<file path="config.mk">
export PLATFORM = sky130hd
export DESIGN_NAME = ioe_access
export DESIGN_NICKNAME = d
export VERILOG_FILES = /design/src/ioe_pkg.sv /design/src/ioe_pin_slot.sv /design/src/ioe_done_tracker.sv /design/src/ioe_access.sv
export SDC_FILE = /design/constraint.sdc
export NUM_CORES = 1
export LEC_CHECK = 0
export BUFFER_PORTS_ARGS = -buffer_cell sky130_fd_sc_hd__buf_2
export CORE_MARGIN = 3
export CORE_UTILIZATION = 55
export CTS_BUF_LIST = sky130_fd_sc_hd__clkbuf_4 sky130_fd_sc_hd__clkbuf_8
export DETAILED_ROUTE_END_ITERATION = 12
export PLACE_DENSITY = 0.9
export SYNTH_ARGS = -nofsm -noshare
export SYNTH_HDL_FRONTEND = slang
export SYNTH_HIERARCHICAL = 1
export SYNTH_SLANG_ARGS = --single-unit
</file>
<file path="constraint.sdc">
create_clock -name clk -period 3.1 [get_ports clk]
set_clock_uncertainty 0.2 [all_clocks]
set_input_delay 0.465 -clock clk [delete_from_list [all_inputs] [get_ports clk]]
set_output_delay 0.465 -clock clk [all_outputs]
set_load 0.1 [all_outputs]
</file>
<file path="src/ioe_pkg.sv">
package ioe_pkg;
	// register map
	localparam logic [11:0] IOE_ACCESS_OFS = 12'h430;
	localparam logic [11:0] IOE_ADDR0_OFS = 12'h434;
	localparam logic [11:0] IOE_ADDR1_OFS = 12'h438;
	localparam logic [11:0] IOE_IRQ_STS_OFS = 12'h440;
	localparam logic [11:0] IOE_IRQ_MSK_OFS = 12'h444;
	localparam logic [11:0] IOE_SEL_OFS = 12'h448;
	// field positions of the interface register
	localparam int IOE_DATA_LSB = 0;
	localparam int IOE_DATA_W = 16;
	localparam int IOE_REFRESH_BIT = 24;
	localparam int IOE_TM_BIT = 25;
	localparam int IOE_SEL_LSB = 26;
	localparam int IOE_SEL_W = 4;
	localparam int IOE_DONE_BIT = 31;
	// address fields
	localparam int IOE_A2_LSB = 17;
	localparam int IOE_A3_LSB = 25;
	localparam int IOE_A4_LSB = 1;
	localparam int IOE_BUSADDR_W = 7;
	// select codes
	localparam logic [3:0] IOE_SEL_TWO = 4'h2;
	localparam logic [3:0] IOE_SEL_THREE = 4'h3;
	localparam logic [3:0] IOE_SEL_FOUR = 4'h4;
	localparam int IOE_NUM = 3;
	// reset values
	localparam logic [31:0] IOE_ACCESS_RST = 32'h0000_0000;
	localparam logic [15:0] IOE_DIR_RST = 16'h00ff;
	// operation kinds sent to the smbus engine
	typedef enum logic [1:0] {
		IOE_OP_REFRESH = 2'h0,
		IOE_OP_WRITE_OUT = 2'h1,
		IOE_OP_INIT = 2'h2
	} ioe_op_t;
	// register bus request
	typedef struct packed {
		logic wr;
		logic rd;
		logic [11:0] addr;
		logic [31:0] wdata;
	} ioe_bus_req_t;
	// request to the smbus engine
	typedef struct packed {
		logic valid;
		ioe_op_t op;
		logic [1:0] idx;
		logic [6:0] bus_addr;
		logic [15:0] out_val;
	} ioe_smb_req_t;
	// completion from the smbus engine
	typedef struct packed {
		logic done;
		logic [1:0] idx;
		logic [15:0] in_val;
	} ioe_smb_rsp_t;
endpackage

</file>
<file path="src/ioe_pin_slot.sv">
`timescale 1ns/1ps
// holds pin image of one expander
module ioe_pin_slot (
	input wire logic clk,
	input wire logic rst_n,
	input wire logic [15:0] dir_in,
	input wire logic [15:0] core_out,
	input wire logic test_mode,
	input wire logic sw_load,
	input wire logic [15:0] sw_val,
	input wire logic fetch_load,
	input wire logic [15:0] fetch_val,
	output logic [15:0] pins,
	output logic [15:0] drive_out
);
	import ioe_pkg::*;
	typedef struct packed {
		logic [15:0] sw_out;
		logic [15:0] in_img;
	} ioe_slot_st_t;
	ioe_slot_st_t st, next_st;
	// input bits only ever change by a fetch, never by software
	always_comb begin
		next_st = st;
		if (sw_load) begin
			next_st.sw_out = sw_val & ~dir_in;
		end
		if (fetch_load) begin
			next_st.in_img = fetch_val & dir_in;
		end
	end
	always_ff @(posedge clk) begin
		if (!rst_n) begin
			st <= '0;
		end else begin
			st <= next_st;
		end
	end
	// outputs follow software in test mode, core otherwise
	assign drive_out = test_mode ? st.sw_out : (core_out & ~dir_in);
	assign pins = st.in_img | (drive_out & ~dir_in);
endmodule // ioe_pin_slot

</file>
<file path="src/ioe_done_tracker.sv">
`timescale 1ns/1ps
// sticky completion flag, set wins over clear
module ioe_done_tracker (
	input wire logic clk,
	input wire logic rst_n,
	input wire logic arm,
	input wire logic hit,
	input wire logic clear,
	output logic flag,
	output logic pending
);
	import ioe_pkg::*;
	typedef struct packed {
		logic flag;
		logic pending;
	} ioe_done_st_t;
	ioe_done_st_t st, next_st;
	always_comb begin
		next_st = st;
		if (clear) begin
			next_st.flag = 1'b0;
		end
		if (arm) begin
			next_st.pending = 1'b1;
		end
		if (st.pending && hit) begin
			next_st.flag = 1'b1;
			next_st.pending = arm;
		end
	end
	always_ff @(posedge clk) begin
		if (!rst_n) begin
			st <= '0;
		end else begin
			st <= next_st;
		end
	end
	assign flag = st.flag;
	assign pending = st.pending;
endmodule // ioe_done_tracker

</file>
<file path="src/ioe_access.sv">
`timescale 1ns/1ps
// Function
// - pin field reads selected expander pin state
// - pin field writes ignored outside test mode
// - test mode refresh sends software outputs
// - input bits of pin field stay read-only
// - refresh bit launches full smbus update
// - refresh bit self-clears, reads zero
// - test mode overrides core output values
// - read-only selector picks expander two-four
// - done flag after refresh transaction completes
// - done flag after test-mode pin write
// - done flag after address write init
// - hotplug writes in test mode set done
// - each expander has seven-bit bus address
module ioe_access (
	input wire logic clk,
	input wire logic rst_n,
	input wire logic [11:0] reg_addr,
	input wire logic [31:0] reg_wdata,
	input wire logic reg_wr,
	input wire logic reg_rd,
	output logic [31:0] reg_rdata,
	input wire logic [3:0] select_code,
	input wire logic [47:0] core_outputs,
	input wire logic [47:0] pin_dirs,
	input wire logic hotplug_write,
	output ioe_pkg::ioe_smb_req_t smb_req,
	input wire logic smb_ready,
	input wire ioe_pkg::ioe_smb_rsp_t smb_rsp,
	output logic [47:0] expander_outputs,
	output logic irq
);
	import ioe_pkg::*;
	// control state of this module, apart from the done flag and pending bit kept in u_done
	typedef struct packed {
		logic test_mode;
		logic [6:0] addr2;
		logic [6:0] addr3;
		logic [6:0] addr4;
		logic [3:0] sel;
		logic done_sts;
		logic done_msk;
		logic [31:0] rdata;
		ioe_smb_req_t req;
		logic [2:0] queued;
		logic [2:0] q_init;
		logic [2:0] q_out;
	} ioe_st_t;
	ioe_st_t st, next_st;
	logic [15:0] slot_pins [IOE_NUM];
	logic [15:0] slot_drive [IOE_NUM];
	logic [15:0] sel_pins;
	logic [1:0] sel_idx;
	logic sel_ok;
	logic wr_access, wr_addr0, wr_addr1, wr_sts;
	logic sw_pin_wr, refresh_wr, init_wr;
	logic done_flag, done_pending, done_arm, done_hit, done_clear;
	logic [6:0] addr_of [IOE_NUM];
	// decode selected expander, reserved codes select nothing
	always_comb begin
		sel_ok = 1'b1;
		sel_idx = 2'h0;
		unique case (st.sel)
			IOE_SEL_TWO: sel_idx = 2'h0;
			IOE_SEL_THREE: sel_idx = 2'h1;
			IOE_SEL_FOUR: sel_idx = 2'h2;
			default: sel_ok = 1'b0;
		endcase
	end
	assign sel_pins = sel_ok ? slot_pins[sel_idx] : 16'h0000;
	assign addr_of[0] = st.addr2;
	assign addr_of[1] = st.addr3;
	assign addr_of[2] = st.addr4;
	// write strobes per register
	assign wr_access = reg_wr && (reg_addr == IOE_ACCESS_OFS);
	assign wr_addr0 = reg_wr && (reg_addr == IOE_ADDR0_OFS);
	assign wr_addr1 = reg_wr && (reg_addr == IOE_ADDR1_OFS);
	assign wr_sts = reg_wr && (reg_addr == IOE_IRQ_STS_OFS);
	assign sw_pin_wr = wr_access && st.test_mode && sel_ok;
	assign refresh_wr = wr_access && reg_wdata[IOE_REFRESH_BIT] && sel_ok;
	assign init_wr = (wr_addr0 && (st.sel == IOE_SEL_TWO || st.sel == IOE_SEL_THREE))
		|| (wr_addr1 && st.sel == IOE_SEL_FOUR);
	// done arms on any operation aimed at the selected expander
	assign done_arm = refresh_wr || sw_pin_wr || (init_wr && sel_ok)
		|| (hotplug_write && st.test_mode && sel_ok);
	assign done_hit = smb_rsp.done && sel_ok && (smb_rsp.idx == sel_idx);
	assign done_clear = (wr_access && reg_wdata[IOE_DONE_BIT]) || (wr_sts && reg_wdata[0]);
	ioe_done_tracker u_done (
		.clk(clk),
		.rst_n(rst_n),
		.arm(done_arm),
		.hit(done_hit),
		.clear(done_clear),
		.flag(done_flag),
		.pending(done_pending)
	);
	// one pin image per expander
	for (genvar g = 0; g < IOE_NUM; g++) begin : g_slot
		ioe_pin_slot u_slot (
			.clk(clk),
			.rst_n(rst_n),
			.dir_in(pin_dirs[g*16 +: 16]),
			.core_out(core_outputs[g*16 +: 16]),
			.test_mode(st.test_mode),
			.sw_load(sw_pin_wr && (sel_idx == 2'(g))),
			.sw_val(reg_wdata[IOE_DATA_LSB +: IOE_DATA_W]),
			.fetch_load(smb_rsp.done && (smb_rsp.idx == 2'(g))),
			.fetch_val(smb_rsp.in_val),
			.pins(slot_pins[g]),
			.drive_out(slot_drive[g])
		);
		assign expander_outputs[g*16 +: 16] = slot_drive[g];
	end
	// register writes, queueing and smbus request issue
	always_comb begin
		logic [1:0] pick;
		logic found;
		pick = 2'h0;
		found = 1'b0;
		next_st = st;
		next_st.sel = select_code;
		if (wr_access) begin
			next_st.test_mode = reg_wdata[IOE_TM_BIT];
		end
		if (wr_addr0) begin
			next_st.addr2 = reg_wdata[IOE_A2_LSB +: IOE_BUSADDR_W];
			next_st.addr3 = reg_wdata[IOE_A3_LSB +: IOE_BUSADDR_W];
		end
		if (wr_addr1) begin
			next_st.addr4 = reg_wdata[IOE_A4_LSB +: IOE_BUSADDR_W];
		end
		if (reg_wr && reg_addr == IOE_IRQ_MSK_OFS) begin
			next_st.done_msk = reg_wdata[0];
		end
		// queue work; the refresh bit itself is never stored
		if (refresh_wr) begin
			next_st.queued[sel_idx] = 1'b1;
		end
		if (sw_pin_wr || (hotplug_write && st.test_mode && sel_ok)) begin
			next_st.q_out[sel_idx] = 1'b1;
		end
		if (wr_addr0) begin
			next_st.q_init[0] = 1'b1;
			next_st.q_init[1] = 1'b1;
		end
		if (wr_addr1) begin
			next_st.q_init[2] = 1'b1;
		end
		// hold request until the engine accepts it
		if (st.req.valid && smb_ready) begin
			next_st.req.valid = 1'b0;
		end
		if (!next_st.req.valid) begin
			for (int i = IOE_NUM - 1; i >= 0; i--) begin
				if (st.queued[i] || st.q_init[i] || st.q_out[i]) begin
					pick = 2'(i);
					found = 1'b1;
				end
			end
			if (found) begin
				next_st.req.valid = 1'b1;
				next_st.req.idx = pick;
				next_st.req.bus_addr = addr_of[pick];
				next_st.req.out_val = slot_drive[pick];
				if (st.q_init[pick]) begin
					next_st.req.op = IOE_OP_INIT;
				end else if (st.queued[pick]) begin
					next_st.req.op = IOE_OP_REFRESH;
				end else begin
					next_st.req.op = IOE_OP_WRITE_OUT;
				end
				next_st.q_init[pick] = 1'b0;
				next_st.queued[pick] = 1'b0;
				next_st.q_out[pick] = 1'b0;
			end
		end
		// sticky interrupt status sets with the done flag, cleared only by a status write, set wins
		if (wr_sts && reg_wdata[0]) begin
			next_st.done_sts = 1'b0;
		end
		if (done_pending && done_hit) begin
			next_st.done_sts = 1'b1;
		end
		// read data, one cycle after the strobe
		next_st.rdata = 32'h0000_0000;
		if (reg_rd) begin
			unique case (reg_addr)
				IOE_ACCESS_OFS: begin
					next_st.rdata[IOE_DATA_LSB +: IOE_DATA_W] = sel_pins;
					next_st.rdata[IOE_TM_BIT] = st.test_mode;
					next_st.rdata[IOE_SEL_LSB +: IOE_SEL_W] = st.sel;
					next_st.rdata[IOE_DONE_BIT] = done_flag;
				end
				IOE_ADDR0_OFS: begin
					next_st.rdata[IOE_A2_LSB +: IOE_BUSADDR_W] = st.addr2;
					next_st.rdata[IOE_A3_LSB +: IOE_BUSADDR_W] = st.addr3;
				end
				IOE_ADDR1_OFS: next_st.rdata[IOE_A4_LSB +: IOE_BUSADDR_W] = st.addr4;
				IOE_IRQ_STS_OFS: next_st.rdata[0] = st.done_sts;
				IOE_IRQ_MSK_OFS: next_st.rdata[0] = st.done_msk;
				default: next_st.rdata = 32'h0000_0000; // unmapped reads zero
			endcase
		end
	end
	always_ff @(posedge clk) begin
		if (!rst_n) begin
			st <= '0;
		end else begin
			st <= next_st;
		end
	end
	assign reg_rdata = st.rdata;
	assign smb_req = st.req;
	assign irq = st.done_sts && st.done_msk;
endmodule // ioe_access

</file>
# --- Yosys cells after proc, flatten, opt, wreduce, memory -nomap -nowiden ---
# Cells that the tools add are included.
# W data, S select, Z words.
op_classes:
  muxes: 49
  n_eq_ne: 13
  order_cmp: 6
  n_reduce_logical: 52
  bitwise_logic: 27
op_table:
  columns: ["cell", "count"]
  rows:
  - ["$and A16 B16 Y16", 12]
  - ["$mux W16", 8]
  - ["$mux W37", 2]
  - ["$bmux W16 S2", 2]
  - ["$eq A12 B11 Y1 const B", 5]
  - ["$not A16 Y16", 3]
  - ["$or A16 B16 Y16", 3]
  - ["$logic_and A1 B1 Y1", 29]
  - ["$mux W1", 16]
  - ["$bmux W7 S2", 1]
  - ["$mux W2", 7]
  - ["$mux W7", 2]
  - ["$pmux W7 S2", 1]
  - ["$logic_or A1 B1 Y1", 13]
  - ["$pmux W5 S2", 1]
  - ["$and A3 B3 Y3", 3]
  - ["$eq A4 B2 Y1 const B", 2]
  - ["$ge A3 B3 Y1 const B", 2]
  - ["$lt A2 B3 Y1 const B", 2]
  - ["$mux W3", 2]
  - ["$not A2 Y3", 2]
  - ["$or A3 B3 Y3", 2]
  - ["$reduce_bool A2 Y1", 3]
  - ["$bmux W1 S2", 2]
  - ["other kinds (16)", 22]
word_totals:
  input_bits: 169
  output_inout_bits: 109
  ff_bits: 195

# --- Longest topological paths before layout ---
# Gate-level depths: netlist of run 1.
logic_depth:
  depth_word: 14
  mapped_depth: 8
  depth_no_buf: 6

# --- Hierarchy ---
# Netlist of run 1, hierarchy kept.
by_module_without_submodules:
  columns: ["module", "area_per_inst_um2", "cells_per_inst", "seq_area_each_um2", "n_inst"]
  rows:
  - ["ioe_pin_slot", 1874.3, 222, 640.6, 3]
  - ["ioe_access", 4804.6, 572, 1901.8, 1]
  - ["ioe_done_tracker", 71.3, 7, 40.0, 1]

# --- Least setup slack after synthesis of run 1 ---
# Ideal clock, no wire load.
synth_path:
  kind: "register -> register"
  start: "register st[96] (netlist name)"
  end: "register st, in the netlist smb_req[10]"
  path_stages_with_launch: 7
  setup_ps: 78
  synth_period_minus_slack_ps: 3780
  path_slack_ps: -680
  n_path_buf: 1
  arrival_time_ps: 3502
  path_cell_list: "dfxtp_1 > buf_2 > nand2b_1 > o21ai_0 > o21ai_0 > and3_1 > o2bb2ai_1"
synth_lines:
  columns: ["item", "line", "source"]
  rows:
  - ["end signal, assigned", "ioe_access.sv:210", "st <= next_st;"]
  - ["end, declared", "ioe_access.sv:50", "ioe_st_t st, next_st;"]

==> results of run 1 <==
-- cell type report --
class	count	share of cell area
well taps	229	0.0237
repair buffers	313	0.142
inverters	4	0.00124
multi-input cells	905	0.480
clock inverters	15	0.0136
clock buffers	17	0.0193
diodes	4	0.000826
flip-flops and latches	193	0.319
-- path summary, 6_finish.rpt --
kind	from	endpoint	slack, ns	cells past startpoint
min reg2reg	smb_req[8]$_SDFFE_PN0P_	smb_req[8]$_SDFFE_PN0P_	0.27	1
max reg2reg	st[73]$_SDFF_PN0_	reg_rdata[5]$_SDFF_PN0_	0.71	5
min	reg_wdata[30]	addr_of[12]$_SDFFE_PN0P_	0.02	3
max	st[96]$_SDFFE_PN0N_	expander_outputs[15]	0.09	4
-- metal layers --
metal / wire, um / vias up
li1: - / 4695
met1: 14600 / 4680
met2: 14100 / 510
met3: 3850 / 60
met4: 767 / 10
met5: 49 / -
-- synth_stat cells, types with 3 or more instances --
cell       count
a211oi_1      10
a21boi_0      60
a21boi_1      37
a21oi_1       26
a22o_1         6
a31o_2         8
and2_1        15
and3_1        23
buf_2         29
buf_4         64
buf_6          4
clkbuf_1      43
clkbuf_2       3
dfxtp_1      193
inv_1          4
mux2i_1       64
nand2_1      100
nand2b_1     147
nand3_1       74
nand3b_1      50
nand4_1        3
nor2_1        46
nor2b_1        4
nor3_1         9
nor3b_1        4
nor4_1         3
o21ai_0       72
o21ai_1       26
o21bai_1      48
o22ai_1        3
o2bb2ai_1     30
or3_1          5
-- logic make-up (layout without fill, tap and decap cells) --
logic type	Yosys count	count (layout)	synth area share
AND/OR/NAND/NOR	503	503	0.271
flip-flops	193	193	0.368
XOR/XNOR	1	1	0.000834
other	1	6	0.000357
AO/OA/AOI/OAI	334	334	0.215
buffers and inverters	148	349	0.0825
multiplexers	65	65	0.0621
-- worst register-to-register path, delay by kind of cell, from the launching register on --
family | cells | cell delay [ns]
AO/OA/AOI/OAI | 1 | 0.21
flip-flops | 1 | 0.56
AND/OR/NAND/NOR | 3 | 1.09
buffers and inverters | 1 | 0.25
-- through the flow --
| stage | cell area, um^2 | util | total power [mW] | setup WS (ns) | cells |
|---|---|---|---|---|---|
| after floorplan | 10500 | - | 3.03 | 0.176 | 1246 |
| after global routing | 12100 | 0.661 | 5.10 | 0.0103 | 1678 |
| after CTS | 12100 | 0.660 | 4.95 | 0.167 | 1676 |
| after global placement | 11700 | 0.636 | 3.32 | 0.403 | 1640 |
| final | 12100 | 0.661 | 4.95 | 0.0884 | 1680 |
| after detailed placement | 11700 | 0.636 | 3.33 | 0.352 | 1640 |
-- state kept, by name, summed over array words and instances (netlist names) --
register and count:
g_slot.u_slot/st 96, reg_rdata 30, smb_req 28, addr_of 21, st 16, u_done/flag 1, u_done/pending 1
-- power by group --
part | leakage, nW | total [mW] | internal [mW] | switching [mW]
registers | 1.56 | 2.51 | 2.49 | 0.0145
clock network | 0.203 | 1.66 | 0.611 | 1.05
logic | 2.81 | 0.784 | 0.231 | 0.554
==> summary.txt, run 1 <==
status: finished clean
share of cells above drive strength 1: 0.254
WS Path Type: reg2out
Detail Route Antenna Nets: 0
Tightest Pin Transition: 0.952 ns
die width: 144 um
Top Family by Delay on Critical Path: buffers and inverters
htree depth: 4
Slew Limit Fails: 0
Total GRT Usage: 0.307
Initial Utilization: 0.573
Vias: 9,955
initial antenna violation count: 8
register bit count reported by yosys: 193
EDFF count, synth: 0
final hold vios: 0
total negative slack: 0 ns
Max clock buf depth: 2
number of global-route vias before repair: 8,916
met1 usage: 0.445
Layout area overhead: 15.4%
wire per inst: 19.8 um
leakage: 4.57 nW
die height: 144 um
gr ovfl total: 0
final net count: 1,603
PD cells: 409 nW/um^2
Max Clock Freq: 332 MHz
share of the synthesized area in the top cell type: 0.368
YS warnings: 6
CTS root buf: clkbuf_8
most frequent cells in the layout: 274 x buf_2, 192 x dfxtp_1, 147 x nand2b_1
register area: 3870 um^2
DP Wirelength: 25,500 um
RSZ-0062 raised after global routing: no
clock slew at reported path FFs: 0.11 ns
Placer Congestion: 0.971
VDD IR max: 279 uV
Final period util: 0.971
Setup crit start kind: flop
worst rel slew slack: 0.366
Post-CTS Setup Inserts: 0
Multi-input gate area: 5810 um^2
Core ar.: 18,300 um^2
Synth area leader: dfxtp_1
Top Usage Layer GRT: met1
ys flop type: dfxtp_1
Inserted Clock Buffers: 17
CTS Sinks: 193
largest net degree at the start of global routing: 106
HP Class: in2reg
Site Rows: 49
most common cell after layout, fill and taps aside: buf_2
arrival time worst endpoint: 2.35 ns
Boundary Pins: 278
Req. time, crit path: 2.43 ns
Min Hold Slack: 0.0183 ns
Remaining DRCs: 0
setup violators final: 0
CP Buf/Inv Count: 2
met2 Track Usage GR: 0.443
first-pass GRT wire length: 49,300 um
Routed WL: 33,300 um
CTS tree: done
crit path max fanout: 33
fin crit period: 3.01 ns
slowest library cell on the worst path: buf_2
Via density: 5.93
crit-path cells: buf_12 > nand2b_1 > o21ai_1 > buf_2
CP peak stage delay: 0.52 ns
Cells after Synth: 1,245
Fillers: 1,488
DRT Pass-1 Iters: 5
Mapped Area: 10,500 um^2
met3 GRT Util: 0.0883
Port-buffer cells: 274
cts repair resizes: 0
sequential share of the synthesized area: 0.368
Clock Latency Late Sink: 0.48 ns
post-synthesis cell type count: 58
Avg Inst Size Synth: 8.43 um^2
Die Area: 20,800 um^2
CTS Hold Bufs: 4
Max Cap Viol: 0
Async SR Flop Fraction: 0
detailed router's first-iteration violation count: 1,167
largest cells by area after synthesis: dfxtp_1 37%, nand2b_1 8.8%, mux2i_1 6.1%
Critical Path Sink Type: output pin
Power figures use the tool's default switching activity.
==> run 2: changes to the inputs <==
--- a/config.mk
+++ b/config.mk
@@ -7,11 +7,10 @@
 export LEC_CHECK = 0
 export BUFFER_PORTS_ARGS = -buffer_cell sky130_fd_sc_hd__buf_2
 export CORE_MARGIN = 3
-export CORE_UTILIZATION = 55
+export CORE_UTILIZATION = 54
 export CTS_BUF_LIST = sky130_fd_sc_hd__clkbuf_4 sky130_fd_sc_hd__clkbuf_8
 export DETAILED_ROUTE_END_ITERATION = 12
 export PLACE_DENSITY = 0.9
 export SYNTH_ARGS = -nofsm -noshare
 export SYNTH_HDL_FRONTEND = slang
-export SYNTH_HIERARCHICAL = 1
 export SYNTH_SLANG_ARGS = --single-unit
==> summary.txt, run 2 <==
status: finished clean (unchanged)
non-filler cells, final: 1,612 (was 1,680)
Vias: 9,633 (was 9,955)
Via density: 5.98 (was 5.93)
Placer Congestion: 0.934 (was 0.971)
number of global-route vias before repair: 9,190 (was 8,916)
first-pass GRT wire length: 46,900 um (was 49,300 um)
cts repair resizes: 0 (unchanged)
RSZ-0062 raised after global routing: no (unchanged)
Inserted Clock Buffers: 17 (unchanged)
largest family of logic cells by synthesized area: simple AND/OR/NAND/NOR gates (unchanged)
Post-Synth Simple-Gate Area: 0.252 (was 0.271)
share of cells above drive strength 1: 0.264 (was 0.254)
crit path max fanout: 54 (was 33)
Synth Area in Adders: 0 (unchanged)
Critical Path Sink Type: output pin (unchanged)
Avg Inst Size Synth: 7.90 um^2 (was 8.43 um^2)
slowest library cell on the worst path: buf_2 (unchanged)
Req. time, crit path: 2.43 ns (about the same)
fin crit period: 2.83 ns (was 3.01 ns)
most common cell after layout, fill and taps aside: buf_2 (unchanged)
Async SR Flop Fraction: 0 (unchanged)
Reg2Reg Depth: 6 (was 5)
Min Hold Slack: 0.0191 ns (was 0.0183 ns)
total power: 4.99 mW (was 4.95 mW)
arrival time worst endpoint: 2.17 ns (was 2.35 ns)
XOR/XNOR share of the synthesized area: 0.000939 (was 0.000834)
hold depth: 2 (was 3)
setup violators final: 0 (unchanged)
final net count: 1,545 (was 1,603)
Post-synth top cells: 193 x dfxtp_1, 159 x a21oi_1, 134 x nand2_1 (was 193 x dfxtp_1, 147 x nand2b_1, 100 x nand2_1)
number of flip-flops in the largest register: 96 (unchanged)
sequential share of the synthesized area: 0.414 (was 0.368)
CTS root buf: clkbuf_8 (unchanged)
Boundary Pins: 278 (unchanged)
Routed WL: 31,600 um (was 33,300 um)
post-synthesis mux area share: 0.0453 (was 0.0621)
post-synthesis compound-gate area fraction: 0.196 (was 0.215)
Max clock buf depth: 2 (unchanged)
htree depth: 4 (unchanged)
most frequent cells in the layout: 274 x buf_2, 192 x dfxtp_1, 158 x a21oi_1 (was 274 x buf_2, 192 x dfxtp_1, 147 x nand2b_1)
YS warnings: 0 (was 6)
Core ar.: 16,800 um^2 (was 18,300 um^2)
Setup crit start kind: flop (unchanged)
CTS Sinks: 193 (unchanged)
die height: 137 um (was 144 um)
detailed router's first-iteration violation count: 917 (was 1,167)
Final Instance Area: 11,000 um^2 (was 12,100 um^2)
Die Area: 18,900 um^2 (was 20,800 um^2)
crit-path cells: buf_4 > nand2_1 > o21ai_1 > buf_2 (was buf_12 > nand2b_1 > o21ai_1 > buf_2)
R2R setup slack: 0.51 ns (was 0.71 ns)
PD cells: 455 nW/um^2 (was 409 nW/um^2)
slack of the critical path: 0.267 ns (was 0.0884 ns)
Mapped Area: 9330 um^2 (was 10,500 um^2)
CTS Hold Bufs: 1 (was 4)
wire per inst: 19.6 um (was 19.8 um)
Slew Limit Fails: 0 (unchanged)
Synth area leader: dfxtp_1 (unchanged)
placed cell count: 1,576 (was 1,640)
Detail Route Antenna Nets: 0 (unchanged)
VDD IR max: 311 uV (was 279 uV)
final core utilization: 0.655 (was 0.661)
DRT Pass-1 Iters: 6 (was 5)
Tightest Pin Transition: 1.01 ns (was 0.952 ns)
WS Path Type: reg2out (unchanged)
Crit path depth: 4 (unchanged)
placed cell area: 10,500 um^2 (was 11,700 um^2)
register bit count reported by yosys: 193 (unchanged)
CTS tree: done (unchanged)
DP Worst Slack: 0.392 ns (was 0.352 ns)
Remaining DRCs: 0 (unchanged)
Max Cap Viol: 0 (unchanged)
Site Rows: 47 (was 49)
largest cells by area after synthesis: dfxtp_1 41%, a21oi_1 8.5%, nand2_1 5.4% (was dfxtp_1 37%, nand2b_1 8.8%, mux2i_1 6.1%)
clock slew at reported path FFs: 0.10 ns (was 0.11 ns)
most common cell in the netlist: dfxtp_1 (unchanged)
Max Clock Freq: 353 MHz (was 332 MHz)
post-synthesis cell type count: 53 (was 58)
Initial Utilization: 0.557 (was 0.573)
HP Class: in2reg (unchanged)
Cells after Synth: 1,181 (was 1,245)
gr ovfl total: 0 (unchanged)
initial antenna violation count: 2 (was 8)
CP Buf/Inv Count: 2 (unchanged)
Port-buffer cells: 274 (unchanged)
Layout area overhead: 17.6% (was 15.4%)
Total GRT Usage: 0.321 (was 0.307)
Post-CTS Setup Inserts: 0 (unchanged)
EDFF count, synth: 0 (unchanged)
Top Family by Delay on Critical Path: buffers and inverters (unchanged)
final hold vios: 0 (unchanged)
Final period util: 0.914 (was 0.971)
worst rel slew slack: 0.328 (was 0.366)
ys flop type: dfxtp_1 (unchanged)
CP peak stage delay: 0.48 ns (was 0.52 ns)
Clock Latency Late Sink: 0.47 ns (was 0.48 ns)
largest net degree at the start of global routing: 55 (was 106)
share of the synthesized area in the top cell type: 0.414 (was 0.368)
total negative slack: 0 ns (unchanged)
die width: 137 um (was 144 um)
leakage: 4.82 nW (was 4.57 nW)
DP Wirelength: 22,800 um (was 25,500 um)
top register by number of flip-flops: g_slot.u_slot.st (was g_slot.u_slot/st)
==> run 2: power by group <==
| part | internal, mW | switching, mW |
|---|---|---|
| Combinational | 0.189 | 0.519 |
| Sequential | 2.49 | 0.0123 |
| Clock | 0.853 | 0.923 |
==> run 2: area by class of cell <==
class | count | area, um^2
Sequential cell | 193 | 3860
Clock buffer | 20 | 269
Tap cell | 220 | 275
Multi-Input combinational cell | 834 | 4640
Fill cell | 1395 | 5790
Clock inverter | 12 | 154
Inverter | 20 | 76.3
Antenna cell | 3 | 7.51
Timing Repair Buffer | 310 | 1680
==> run 2: cell families (layout without fill, tap and decap cells) <==
family,after synthesis,after routing
mux,42,42
simple gates,473,473
compound gates,316,316
xor+xnor,1,1
other cells,1,5
flops,193,193
buf+inv,155,362
==> run 2: final timing paths <==
path / startpoint / to
min reg2reg: g_slot[2].u_slot.st[13]$_SDFFE_PN0P_ / g_slot[2].u_slot.st[13]$_SDFFE_PN0P_
max reg2reg: st[73]$_SDFF_PN0_ / g_slot[0].u_slot.st[31]$_SDFFE_PN0P_
min: select_code[1] / st[72]$_SDFF_PN0_
max: st[96]$_SDFFE_PN0N_ / expander_outputs[31]
==> run 2: per-layer routing <==
metal | track usage | vias to the layer above | part of all wire
li1 | - | 4430 | -
met1 | 0.387 | 4439 | 0.37
met2 | 0.531 | 618 | 0.47
met3 | 0.0818 | 144 | 0.11
met4 | 0.159 | 2 | 0.050
met5 | 0 | - | 0.00025
==> run 2: worst reg2reg max path, stage by stage, from the launching register on <==
cell      delay [ns]
dfxtp_1         0.47
or3b_2          0.55
a21o_1          0.52
and3_1          0.36
buf_4           0.20
nand3b_1        0.11
a21oi_1         0.07
==> run 3: changes to the inputs <==
==> constraint.sdc (replaced) <==
create_clock -name clk -period 3.1 [get_ports clk]
set_clock_uncertainty 0.2 [all_clocks]
set_input_delay 0.62 -clock clk [delete_from_list [all_inputs] [get_ports clk]]
set_output_delay 0.62 -clock clk [all_outputs]
set_load 0.1 [all_outputs]
==> summary.txt, run 3 (synthesized netlist as in run 2, its figures left out) <==
WS Path Type: reg2out (unchanged)
PD cells: 462 nW/um^2 (was 455 nW/um^2)
status: finished clean (unchanged)
clock slew at reported path FFs: 0.09 ns (was 0.10 ns)
CTS Hold Bufs: 0 (was 1)
CTS Sinks: 193 (unchanged)
most common cell after layout, fill and taps aside: buf_2 (unchanged)
wire per inst: 19.9 um (was 19.6 um)
first-pass GRT wire length: 48,400 um (was 46,900 um)
total power: 5.08 mW (was 4.99 mW)
Tightest Pin Transition: 0.960 ns (was 1.01 ns)
setup violators final: 0 (unchanged)
detailed router's first-iteration violation count: 1,018 (was 917)
Inserted Clock Buffers: 17 (unchanged)
Clock Latency Late Sink: 0.49 ns (was 0.47 ns)
Multi-input gate area: 4670 um^2 (was 4640 um^2)
die height: 137 um (unchanged)
Slew Limit Fails: 0 (unchanged)
CTS tree: done (unchanged)
Routed WL: 32,000 um (was 31,600 um)
arrival time worst endpoint: 2.15 ns (was 2.17 ns)
DP Wirelength: 22,400 um (was 22,800 um)
Max clock buf depth: 2 (unchanged)
fin crit period: 2.97 ns (was 2.83 ns)
gr ovfl total: 0 (unchanged)
final net count: 1,544 (was 1,545)
worst rel slew slack: 0.358 (was 0.328)
htree depth: 4 (unchanged)
Via density: 6.05 (was 5.98)
Max Cap Viol: 0 (unchanged)
Total GRT Usage: 0.333 (was 0.321)
register area: 3860 um^2 (unchanged)
Setup crit start kind: flop (unchanged)
Die Area: 18,900 um^2 (unchanged)
Seq pwr share: 0.493 (was 0.502)
Port-buffer cells: 274 (unchanged)
final hold vios: 0 (unchanged)
VDD IR max: 344 uV (was 311 uV)
RSZ-0062 raised after global routing: no (unchanged)
Comb pwr share: 0.141 (was 0.142)
share of cells above drive strength 1: 0.269 (was 0.264)
number of flip-flops in the largest register: 96 (unchanged)
DP Worst Slack: 0.243 ns (was 0.392 ns)
Final period util: 0.958 (was 0.914)
top register by number of flip-flops: g_slot.u_slot.st (unchanged)
Initial Utilization: 0.557 (unchanged)
cts repair resizes: 0 (unchanged)
slack of the critical path: 0.132 ns (was 0.267 ns)
Placer Congestion: 0.905 (was 0.934)
largest net degree at the start of global routing: 75 (was 55)
Req. time, crit path: 2.28 ns (was 2.43 ns)
Critical Path Sink Type: output pin (unchanged)
Vias: 9,722 (was 9,633)
DRT Pass-1 Iters: 5 (was 6)
Min Hold Slack: 0.167 ns (was 0.0191 ns)
Fillers: 1,419 (was 1,395)
number of global-route vias before repair: 9,253 (was 9,190)
HP Class: in2reg (unchanged)
Clock power frac: 0.366 (was 0.356)
Detail Route Antenna Nets: 0 (unchanged)
Max Clock Freq: 337 MHz (was 353 MHz)
crit path max fanout: 41 (was 54)
Pint: 3.62 mW (was 3.53 mW)
Remaining DRCs: 0 (unchanged)
Net Sw Frac: 0.287 (was 0.292)
most frequent cells in the layout: 274 x buf_2, 192 x dfxtp_1, 158 x a21oi_1 (unchanged)
Layout area overhead: 17.9% (was 17.6%)
Core ar.: 16,800 um^2 (unchanged)
leakage: 4.84 nW (was 4.82 nW)
CTS root buf: clkbuf_8 (unchanged)
Boundary Pins: 278 (unchanged)
Post-CTS Setup Inserts: 0 (unchanged)
net load switching power: 1.46 mW (was 1.45 mW)
final core utilization: 0.656 (was 0.655)
initial antenna violation count: 6 (was 2)
Site Rows: 47 (unchanged)
die width: 137 um (unchanged)
run 3: cell types whose count changed in the layout (fill, tap and decap cells not counted), sizes merged:
cell         previous run  this run
clkinvlp                3         1
bufinv                  3         4
dlygate4sd3             1         0
clkinv                  4         3
clkbuf                 20        21
inv                    22        21
diode                   3         2
run 3: final cells by class:
type                    instances  share of cell area
multi-input cells             834               0.425
flip-flops and latches        193               0.352
repair buffers                309               0.151
clock buffers                  21              0.0257
well taps                     220              0.0250
clock inverters                 9              0.0141
inverters                      20             0.00706
diodes                          2            0.000455
run 3: path summary, 6_finish.rpt:
path | to | startpoint | slack [ns] | cells after the start
setup / recovery | expander_outputs[12] | st[96]$_SDFFE_PN0N_ | 0.13 | 5
hold / removal | st[71]$_SDFF_PN0_ | select_code[0] | 0.17 | 2
setup reg to reg | reg_rdata[2]$_SDFF_PN0_ | st[73]$_SDFF_PN0_ | 0.48 | 6
hold reg to reg | g_slot[1].u_slot.st[8]$_SDFFE_PN0P_ | g_slot[1].u_slot.st[8]$_SDFFE_PN0P_ | 0.25 | 2
run 3: per-stage QoR:
| step | instances | TNS [ns] | cell area (um^2) |
|---|---|---|---|
| 6_report | 1608 | 0 | 11000 |
| 5_1_grt | 1607 | 0 | 11000 |
| 4_1_cts | 1606 | 0 | 11000 |
| 3_5_place_dp | 1576 | 0 | 10600 |
| 3_3_place_gp | 1576 | 0 | 10600 |
| 2_1_floorplan | 1182 | -0.147 | 9360 |
run 3: routing by layer:
layer	share of wire	track usage	wire, um
met5	0.0010	0	33
met4	0.053	0.194	1700
met3	0.12	0.0928	3980
met2	0.46	0.530	14900
met1	0.36	0.403	11500
run 3: worst max-delay path: stages, from the launching register on:
cell,delay (ns)
dfxtp_2,0.41
buf_4,0.40
nor2_1,0.09
a22oi_1,0.36
inv_1,0.08
buf_2,0.30
run 3: power by group through the flow:
stage               combinational, mW  clock (mW)  sequential, mW
finish                          0.717        1.86            2.51
global route                    0.752        1.95            2.51
CTS                             0.705        1.85            2.50
detailed placement              0.701           0            2.56
global placement                0.694           0            2.56
floorplan                       0.449           0            2.56
